### config.mk
export PLATFORM = sky130hd
export DESIGN_NAME = ubd_core
export DESIGN_NICKNAME = d
export VERILOG_FILES = /design/src/ubd_baud_gen.v /design/src/ubd_core.v
export VERILOG_INCLUDE_DIRS = /design/src
export SDC_FILE = /design/constraint.sdc
export NUM_CORES = 1
export LEC_CHECK = 0
export ABC_AREA = 0
export BUFFER_PORTS_ARGS = -buffer_cell sky130_fd_sc_hd__buf_2
export CORE_MARGIN = 4
export CORE_UTILIZATION = 30
export CTS_BUF_LIST = sky130_fd_sc_hd__clkbuf_8
export DETAILED_ROUTE_END_ITERATION = 12
export PLACE_DENSITY = 0.51
export RECOVER_POWER = 50
export SYNTH_ARGS = -nofsm -noshare
export SYNTH_HDL_FRONTEND = slang
export SYNTH_SLANG_ARGS = --single-unit
export TNS_END_PERCENT = 30
### constraint.sdc
create_clock -name clock_in -period 2.8 [get_ports clock_in]
set_clock_uncertainty 0.15 [all_clocks]
set_input_delay 0.28 -clock clock_in [delete_from_list [all_inputs] [get_ports clock_in]]
set_output_delay 0.28 -clock clock_in [all_outputs]
set_load 0.02 [all_outputs]
### src/ubd_map.vh
/*
 Register offsets, field positions, reset values and timing
 constants of the baud, timeout, break and DMA signalling block.
 Assumes inclusion by bare name from the block's source files.
*/
`ifndef UBD_MAP_VH
`define UBD_MAP_VH

// Register byte addresses on the APB
`define UBD_OFS_DIV_LO      8'h00
`define UBD_OFS_DIV_HI      8'h04
`define UBD_OFS_LINE_CTRL   8'h08
`define UBD_OFS_MODEM_CTRL  8'h0c
`define UBD_OFS_FIFO_CTRL   8'h10
`define UBD_OFS_STATUS      8'h14

// Field positions
`define UBD_LC_WLEN_HI      1
`define UBD_LC_WLEN_LO      0
`define UBD_LC_BREAK        6
`define UBD_MC_PRESCALE     7
`define UBD_FC_FIFO_EN      0
`define UBD_FC_DMA_MODE     3
`define UBD_LS_FIFO_ERR     7
`define UBD_ST_TIMEOUT      0
`define UBD_ST_TX_RDY       1
`define UBD_ST_RX_RDY       2
`define UBD_ST_BAUD_ON      3

// Reset values
`define UBD_LC_RST          8'h1d
`define UBD_MC_RST          8'h00
`define UBD_FC_RST          8'h00

// Timing figures
`define UBD_TO_MULT         10'h004
`define UBD_TO_EXTRA        10'h00c
`define UBD_WLEN_BASE       10'h005
`define UBD_OVERSAMPLE_LOG2 4
`define UBD_PRESCALE_MAX    2'h3

`endif

### src/ubd_baud_gen.v
/*
 Prescaler and 16x baud tick generator.
 Assumes one clock, a divisor from registers and a reload pulse
 issued whenever software rewrites either divisor byte.
*/
`timescale 1ns/1ps
`include "ubd_map.vh"
`default_nettype none

module ubd_baud_gen #(
  parameter DIV_W = 16
) (
  input  wire             clock_in,
  input  wire             arst_n_in,
  input  wire [DIV_W-1:0] divisor_in,
  input  wire             prescale_in,
  input  wire             reload_in,
  output reg              tick_out
);

  reg  [1:0]       pre_cnt_q;
  reg  [DIV_W-1:0] div_cnt_q;
  wire             div_zero;
  wire             pre_en;

  assign div_zero = (divisor_in == {DIV_W{1'b0}});
  // Divide-by-four step only when the prescaler is selected
  assign pre_en   = prescale_in ? (pre_cnt_q == `UBD_PRESCALE_MAX) : 1'b1;

  always @(posedge clock_in or negedge arst_n_in) begin
    if (!arst_n_in) begin
      pre_cnt_q <= 2'h0;
      div_cnt_q <= {DIV_W{1'b0}};
      tick_out  <= 1'b0;
    end else begin
      tick_out <= 1'b0;
      if (reload_in) begin
        // Fresh count so a new rate takes hold at once
        pre_cnt_q <= 2'h0;
        div_cnt_q <= div_zero ? {DIV_W{1'b0}} : divisor_in - 1'b1;
      end else if (div_zero) begin
        div_cnt_q <= {DIV_W{1'b0}};
      end else begin
        pre_cnt_q <= pre_cnt_q + 2'h1;
        if (pre_en) begin
          if (div_cnt_q == {DIV_W{1'b0}}) begin
            tick_out  <= 1'b1;
            div_cnt_q <= divisor_in - 1'b1;
          end else begin
            div_cnt_q <= div_cnt_q - 1'b1;
          end
        end
      end
    end
  end

endmodule
`default_nettype wire

### src/ubd_core.v
/*
 Baud generator, receive timeout, break and DMA ready signalling
 of one UART channel, with an APB register slave.
 Assumes FIFO levels, trigger levels, FIFO strobes and the
 transmitter's serial bit come from logic on the same clock;
 the serial receive pin is asynchronous.
*/
// Function
// - Timeout when input high 4x char length plus 12 bits, FIFO non-empty.
// - Break-control bit 6 of line control forces serial output low.
// - Reference clock divided by integer divisor 1 to 65535.
// - Divider output runs at sixteen times the baud rate.
// - Modem control bit 7 inserts a divide-by-four prescaler.
// - Divisor kept as low and high byte; software writes both.
// - Divisor of zero produces no baud clock at all.
// - One baud tick times both transmitter and receiver.
// - FIFO control bit 3 selects DMA mode 0 or mode 1.
// - Mode 0 or FIFOs disabled gives single-character signalling.
// - Mode 1 gives block signalling, one request per several chars.
// - Single mode: transmit ready active when transmit path empty.
// - Single mode: transmit ready drops once a character is written.
// - Single mode: receive ready active while a character waits.
// - Single mode: receive ready drops when receiver is empty.
// - Block mode: transmit ready on trigger free spaces, off when full.
// - Block mode: receive ready on trigger or timeout, off on empty/error.
// - Divisor bytes keep their contents through reset.
`timescale 1ns/1ps
`include "ubd_map.vh"
`default_nettype none

module ubd_core #(
  parameter FIFO_DEPTH = 64,
  parameter LVL_W      = 7,
  parameter AW         = 8
) (
  input  wire             clock_in,
  input  wire             arst_n_in,
  // APB slave
  input  wire             psel_in,
  input  wire             penable_in,
  input  wire             pwrite_in,
  input  wire [AW-1:0]    paddr_in,
  input  wire [31:0]      pwdata_in,
  output reg  [31:0]      prdata_out,
  output reg              pready_out,
  output reg              pslverr_out,
  // Serial side
  input  wire             rx_serial_in,
  input  wire             tx_serial_in,
  output reg              tx_serial_out,
  // FIFO side of the channel
  input  wire [LVL_W-1:0] rx_level_in,
  input  wire [LVL_W-1:0] tx_level_in,
  input  wire [LVL_W-1:0] rx_trigger_in,
  input  wire [LVL_W-1:0] tx_trigger_in,
  input  wire             rx_fifo_read_in,
  input  wire             rx_fifo_write_in,
  input  wire             tx_fifo_write_in,
  input  wire [7:0]       line_status_in,
  // To transmitter, receiver and the host DMA
  output wire             baud16_tick_out,
  output reg              rx_timeout_out,
  output reg  [7:0]       line_control_out,
  output reg  [7:0]       modem_control_out,
  output reg  [7:0]       fifo_control_out,
  output reg              transmit_dma_ready_n_out,
  output reg              receive_dma_ready_n_out
);

  localparam [LVL_W-1:0] DEPTH_L = FIFO_DEPTH;
  localparam [LVL_W-1:0] LVL_0   = {LVL_W{1'b0}};

  // Bus decode
  reg  [7:0]  div_lo_q;
  reg  [7:0]  div_hi_q;
  reg  [31:0] rd_d;
  reg         err_d;
  wire        acc;
  wire        wr_en;
  wire        div_wr;
  wire [15:0] divisor;
  wire [7:0]  ofs;
  reg         div_wr_q;

  // Serial receive synchroniser
  reg         rx_meta_q;
  reg         rx_sync_q;

  // Timeout
  reg  [9:0]  to_cnt_q;
  wire [9:0]  wlen;
  wire [9:0]  to_bits;
  wire [9:0]  to_limit;
  wire        to_restart;
  wire        rx_empty;

  // DMA signalling
  wire        block_mode;
  wire [LVL_W:0] tx_free;
  reg         tx_rdy_d;
  reg         rx_rdy_d;
  reg         tx_rdy_q;
  reg         rx_rdy_q;

  assign ofs     = paddr_in[7:0];
  // Request is held until pready is seen, so act only on that edge
  assign acc     = psel_in & penable_in & pready_out;
  assign wr_en   = acc & pwrite_in;
  assign div_wr  = wr_en & ((ofs == `UBD_OFS_DIV_LO) | (ofs == `UBD_OFS_DIV_HI));
  assign divisor = {div_hi_q, div_lo_q};

  // Divisor bytes sit outside the reset so a channel keeps its rate
  always @(posedge clock_in) begin
    if (wr_en && (ofs == `UBD_OFS_DIV_LO)) begin
      div_lo_q <= pwdata_in[7:0];
    end
    if (wr_en && (ofs == `UBD_OFS_DIV_HI)) begin
      div_hi_q <= pwdata_in[7:0];
    end
  end

  // Reload one edge late so the divider loads the byte just written
  always @(posedge clock_in or negedge arst_n_in) begin
    if (!arst_n_in) begin
      div_wr_q <= 1'b0;
    end else begin
      div_wr_q <= div_wr;
    end
  end

  always @(posedge clock_in or negedge arst_n_in) begin
    if (!arst_n_in) begin
      line_control_out  <= `UBD_LC_RST;
      modem_control_out <= `UBD_MC_RST;
      fifo_control_out  <= `UBD_FC_RST;
    end else if (wr_en) begin
      case (ofs)
        `UBD_OFS_LINE_CTRL: begin
          line_control_out <= pwdata_in[7:0];
        end
        `UBD_OFS_MODEM_CTRL: begin
          modem_control_out <= pwdata_in[7:0];
        end
        `UBD_OFS_FIFO_CTRL: begin
          fifo_control_out <= pwdata_in[7:0];
        end
        default: begin
        end
      endcase
    end
  end

  // Read mux and error answer for unmapped offsets
  always @* begin
    rd_d  = 32'h0000_0000;
    err_d = 1'b0;
    case (ofs)
      `UBD_OFS_DIV_LO: begin
        rd_d[7:0] = div_lo_q;
      end
      `UBD_OFS_DIV_HI: begin
        rd_d[7:0] = div_hi_q;
      end
      `UBD_OFS_LINE_CTRL: begin
        rd_d[7:0] = line_control_out;
      end
      `UBD_OFS_MODEM_CTRL: begin
        rd_d[7:0] = modem_control_out;
      end
      `UBD_OFS_FIFO_CTRL: begin
        rd_d[7:0] = fifo_control_out;
      end
      `UBD_OFS_STATUS: begin
        rd_d[`UBD_ST_TIMEOUT] = rx_timeout_out;
        rd_d[`UBD_ST_TX_RDY]  = tx_rdy_q;
        rd_d[`UBD_ST_RX_RDY]  = rx_rdy_q;
        rd_d[`UBD_ST_BAUD_ON] = (divisor != 16'h0000);
      end
      default: begin
        err_d = 1'b1;
      end
    endcase
  end

  // One wait state: pready rises in the second access cycle
  always @(posedge clock_in or negedge arst_n_in) begin
    if (!arst_n_in) begin
      pready_out  <= 1'b0;
      pslverr_out <= 1'b0;
      prdata_out  <= 32'h0000_0000;
    end else begin
      pready_out  <= psel_in & penable_in & ~pready_out;
      pslverr_out <= psel_in & penable_in & ~pready_out & err_d;
      if (psel_in && penable_in && !pready_out && !pwrite_in) begin
        prdata_out <= rd_d;
      end else begin
        prdata_out <= 32'h0000_0000;
      end
    end
  end

  // Single tick feeds both transmitter and receiver
  ubd_baud_gen #(
    .DIV_W (16)
  ) u_baud (
    .clock_in    (clock_in),
    .arst_n_in   (arst_n_in),
    .divisor_in  (divisor),
    .prescale_in (modem_control_out[`UBD_MC_PRESCALE]),
    .reload_in   (div_wr_q),
    .tick_out    (baud16_tick_out)
  );

  // Break overrides whatever the transmitter shifts out
  always @(posedge clock_in or negedge arst_n_in) begin
    if (!arst_n_in) begin
      tx_serial_out <= 1'b1;
    end else if (line_control_out[`UBD_LC_BREAK]) begin
      tx_serial_out <= 1'b0;
    end else begin
      tx_serial_out <= tx_serial_in;
    end
  end

  // Pin is asynchronous; only the second stage is used
  always @(posedge clock_in or negedge arst_n_in) begin
    if (!arst_n_in) begin
      rx_meta_q <= 1'b1;
      rx_sync_q <= 1'b1;
    end else begin
      rx_meta_q <= rx_serial_in;
      rx_sync_q <= rx_meta_q;
    end
  end

  // Character length 5..8 bits from the word length field
  assign wlen     = `UBD_WLEN_BASE +
                    {8'h00, line_control_out[`UBD_LC_WLEN_HI:`UBD_LC_WLEN_LO]};
  assign to_bits  = (wlen * `UBD_TO_MULT) + `UBD_TO_EXTRA;
  assign to_limit = to_bits << `UBD_OVERSAMPLE_LOG2;
  assign rx_empty = (rx_level_in == LVL_0);
  assign to_restart = ~rx_sync_q | rx_fifo_read_in | rx_fifo_write_in | rx_empty;

  // Counts 16x ticks, so it stalls with the baud clock stopped
  always @(posedge clock_in or negedge arst_n_in) begin
    if (!arst_n_in) begin
      to_cnt_q       <= 10'h000;
      rx_timeout_out <= 1'b0;
    end else if (to_restart) begin
      to_cnt_q       <= 10'h000;
      rx_timeout_out <= 1'b0;
    end else if (to_cnt_q >= to_limit) begin
      rx_timeout_out <= 1'b1;
    end else if (baud16_tick_out) begin
      to_cnt_q <= to_cnt_q + 10'h001;
    end
  end

  // Block mode only with FIFOs on and mode bit set
  assign block_mode = fifo_control_out[`UBD_FC_DMA_MODE] &
                      fifo_control_out[`UBD_FC_FIFO_EN];
  assign tx_free    = {1'b0, DEPTH_L} - {1'b0, tx_level_in};

  always @* begin
    tx_rdy_d = tx_rdy_q;
    rx_rdy_d = rx_rdy_q;
    if (!block_mode) begin
      // Write strobe drops ready before the level has moved
      tx_rdy_d = (tx_level_in == LVL_0) & ~tx_fifo_write_in;
      rx_rdy_d = ~rx_empty;
    end else begin
      // Hysteresis between trigger and full gives burst requests
      if (tx_level_in >= DEPTH_L) begin
        tx_rdy_d = 1'b0;
      end else if (tx_free >= {1'b0, tx_trigger_in}) begin
        tx_rdy_d = 1'b1;
      end
      if (rx_empty || line_status_in[`UBD_LS_FIFO_ERR]) begin
        rx_rdy_d = 1'b0;
      end else if ((rx_level_in >= rx_trigger_in) || rx_timeout_out) begin
        rx_rdy_d = 1'b1;
      end
    end
  end

  // Pins are active low: transmit ready active, receive idle at reset
  always @(posedge clock_in or negedge arst_n_in) begin
    if (!arst_n_in) begin
      tx_rdy_q                 <= 1'b1;
      rx_rdy_q                 <= 1'b0;
      transmit_dma_ready_n_out <= 1'b0;
      receive_dma_ready_n_out  <= 1'b1;
    end else begin
      tx_rdy_q                 <= tx_rdy_d;
      rx_rdy_q                 <= rx_rdy_d;
      transmit_dma_ready_n_out <= ~tx_rdy_d;
      receive_dma_ready_n_out  <= ~rx_rdy_d;
    end
  end

endmodule
`default_nettype wire

==> out/qor.txt <==
Fraction of final layout cells with drive strength greater than 1 = 20.65%
Worst hold margin = 0.03784 ns
Crit-path leading delay family = simple AND/OR/NAND/NOR gates
Initial drt markers = 226
First-pass GRT wire length = 22.54 mm
Post-synth EDFFs = 16
CP max-delay cell = or4b_1
DIE AREA = 19570 sq um
Total CTS buffers = 9
Die Wd = 139.9 microns
Post-synthesis cell count = 498
Worst path max stage delay = 0.52 ns
Post-CTS setup buffers = 0
Pre-antenna DRT Iters = 4
Core ar. = 16820 sq um
# DRC = 0
FP Rows = 47
# fillers = 1731
Post-layout util = 36.94%
Hold wc startpoint = penable_in
Area share of the largest cell type after synthesis = 30.20%
Storage cell area = 2293 sq um
Post-Syn Area = 5220 sq um
HP Class = input pin to flop
Worst Path Buf+Inv = 2
Initial Util = 31.04%
Max VDD drop = 193.9 uV
Max-slew violation count = 73
Critical path capture point type = flop
Violated checks = max-capacitance violations, max-slew violations
Seq/Total Area, Yosys = 43.94%
Yosys reg bits = 88
Reg2reg setup slack = 0.19 ns
Reg2reg path depth = 8
Largest fanout on the critical path = 8
Achievable Freq = 0.3824 GHz
Critical path type = flop to flop
Vias in the first global route = 4369
Required @ worst endpoint = 2.91 ns
Clock Tree Root = clkbuf_8
Clock Sinks = 88
Worst R2R End = u_baud.div_cnt_q[6]$_DFFE_PN0P_
Library cells used by synthesis = 65
Buffers on Ports = 93
Yosys warning count = 0
Area taken by multi-input logic gates = 2646 sq um
Top_reg_cell synth = dfrtp_1
Lkg Pwr = 2.678 nW
Yosys top cell by area = dfrtp_1
Avg WL per Cell = 16.46 microns
Outcome = finished with violations
TritonCTS clock tree = done
Initial antenna violation count = 0
Final hold viol count = 0
Post-route clock period utilization = 93.39%
Maxcap violations = 1
Critical R2R Launch = u_baud.div_cnt_q[0]$_DFFE_PN0P_
Hpwl dp = 10.47 mm
Via count = 4176
Worst Tran Pin Value = 1.853 ns
Fin crit period = 2.615 ns
Antenna Nets Post-Route = 0
CP cell instances = inv_1 > ha_1 > or4b_1 > nor4_4 > or2_2 > buf_4 > o21ai_1 > a32o_1
WP data arrival = 2.73 ns
Pin count of the biggest net entering global routing = 73
Chip Height = 139.9 microns
I/O pins = 149
Diodes inserted = 0
Final setup fails = 0
Final nets = 725
Synth Area per Inst = 10.48 sq um
RSZ-0062 raised after global routing = no
Clock-pin slew on the worst setup and hold paths = 0.09 ns
Clock Latency Late Sink = 0.37 ns
Area delta synth->final = 19.03%
Grt total ovfl = 0
Hold Path End = pready_out$_DFF_PN0_
Setup tns final = 0 ns
FFs w/ async S/R, synth = 81.82%
Max H-tree Level = 3
P per Cell Area = 475.8 nW/um^2
Hold path depth = 3
CTS Buffer Depth = 2
Startpoint Class = flop
Top cells by area, synth = dfrtp_1 30%, edfxtp_1 9.2%, ha_1 5.8%
Rel. slew slack = -23.56%
Vias per cell = 4.971
Final Wtd Congestion = 0.8292
Commonest non-fill, non-tap cell in the layout = dfrtp_1
Total track usage = 14.24%
Commonest non-fill, non-tap cells in the layout = 63 x dfrtp_1, 49 x buf_2, 45 x clkbuf_1
Post-Route WL = 13.83 mm
## Yosys cell counts, types with 2 or more instances
cell type  instances
o21ai_0            4
a22oi_1            7
mux2i_1            5
nor4_2             2
clkbuf_1          10
nor2_1            44
or4_1              5
a21o_1             2
nand3_1           21
buf_2              2
o31ai_1            5
nor4b_1            2
nand2_1           29
or3_1              4
xor2_1            13
buf_1              2
o21ai_1            9
edfxtp_1          16
dfstp_2            9
o2111ai_1          2
nand4_1           10
xnor2_1           14
and2_1             8
or2_2              2
buf_6              2
a31oi_1            5
buf_4             26
nor4_1             7
a32o_1             5
and3_1             7
nor2b_1            5
mux2_2            19
nor3_1            17
a21oi_1           12
nand4b_1           5
inv_1             25
and4_1             3
nand2b_1           6
dfrtp_1           63
ha_1              24
mux4_2             8
mux2_1             9
## sequential cells by signal, summed over array words and instances (netlist names), 2 cells and up
name	count
to_cnt_q	10
fifo_control_out	8
prdata_out	8
u_baud.div_cnt_q	16
line_control_out	8
u_baud.pre_cnt_q	2
div_hi_q	8
div_lo_q	8
modem_control_out	8
## layout make-up
cell class              count  area share [%]
clock buffers               9           1.994
clock inverters             7           1.510
inverters                  25           1.510
multi-input cells         366           42.59
flip-flops and latches     88           36.91
well taps                 220           4.430
repair buffers            125           11.06
## cell families after synthesis
| kind of cell | after synthesis | share of synthesized area [%] |
|---|---|---|
| buffers and inverters | 67 | 7.023 |
| adders and majority gates | 24 | 5.753 |
| and+or+nand+nor | 183 | 19.20 |
| AOI/OAI and AO/OA | 67 | 9.037 |
| other | 1 | 0.07184 |
| DFF | 88 | 43.94 |
| xor gates and xnor gates | 27 | 4.530 |
| muxes | 41 | 10.45 |
## power breakdown
| part | leakage, nW | switching (mW) | internal, mW |
|---|---|---|---|
| clock | 0.111 | 0.479 | 0.504 |
| combinational | 1.50 | 0.277 | 0.214 |
| sequential | 1.06 | 0.0939 | 1.39 |
| total | 2.68 | 0.849 | 2.11 |
## per-layer routing
metal | vias to the layer above | share of wire, % | track usage [%]
li1 | 2008 | - | -
met1 | 2017 | 45 | 18.24
met2 | 136 | 47 | 23.25
met3 | 15 | 6.4 | 4.226
met4 | 0 | 1.5 | 4.539
met5 | - | 0 | 0
## worst max path at each step
stage,depth (start not counted),slack [ns],endpoint,from
finish,8,0.19,u_baud.div_cnt_q[6]$_DFFE_PN0P_,u_baud.div_cnt_q[0]$_DFFE_PN0P_
global route,8,0.02,u_baud.div_cnt_q[10]$_DFFE_PN0P_,u_baud.div_cnt_q[0]$_DFFE_PN0P_
CTS,8,0.19,u_baud.div_cnt_q[6]$_DFFE_PN0P_,u_baud.div_cnt_q[0]$_DFFE_PN0P_
detailed placement,8,0.21,u_baud.div_cnt_q[12]$_DFFE_PN0P_,u_baud.div_cnt_q[0]$_DFFE_PN0P_
global placement,8,0.28,u_baud.div_cnt_q[13]$_DFFE_PN0P_,u_baud.div_cnt_q[0]$_DFFE_PN0P_
floorplan,6,0.24,div_lo_q[0]$_DFFE_PP_,paddr_in[1]
## per-stage QoR
stage	cell area (sq um)	std cells	worst slack, ns	power, mW
6_report	6213	840	0.1852	2.957
5_1_grt	6213	840	0.01545	3.126
4_1_cts	6277	840	0.1882	2.991
3_5_place_dp	5939	812	0.2127	1.986
3_3_place_gp	5939	812	0.2759	1.968
2_1_floorplan	5306	521	0.2364	1.832
## worst register-to-register path: cells and delay by family, from the launching register on
family | cells | cell delay, ns
DFF | 1 | 0.44
and+or+nand+nor | 3 | 1.08
adders and majority gates | 1 | 0.17
AOI/OAI and AO/OA | 2 | 0.38
buffers and inverters | 2 | 0.28
## what timing repair did
item	in CTS	in global routing
resized for setup	0	0
hold buffers	12	0
hold endpoints to repair	80	0
Power figures use the tool's default switching activity.
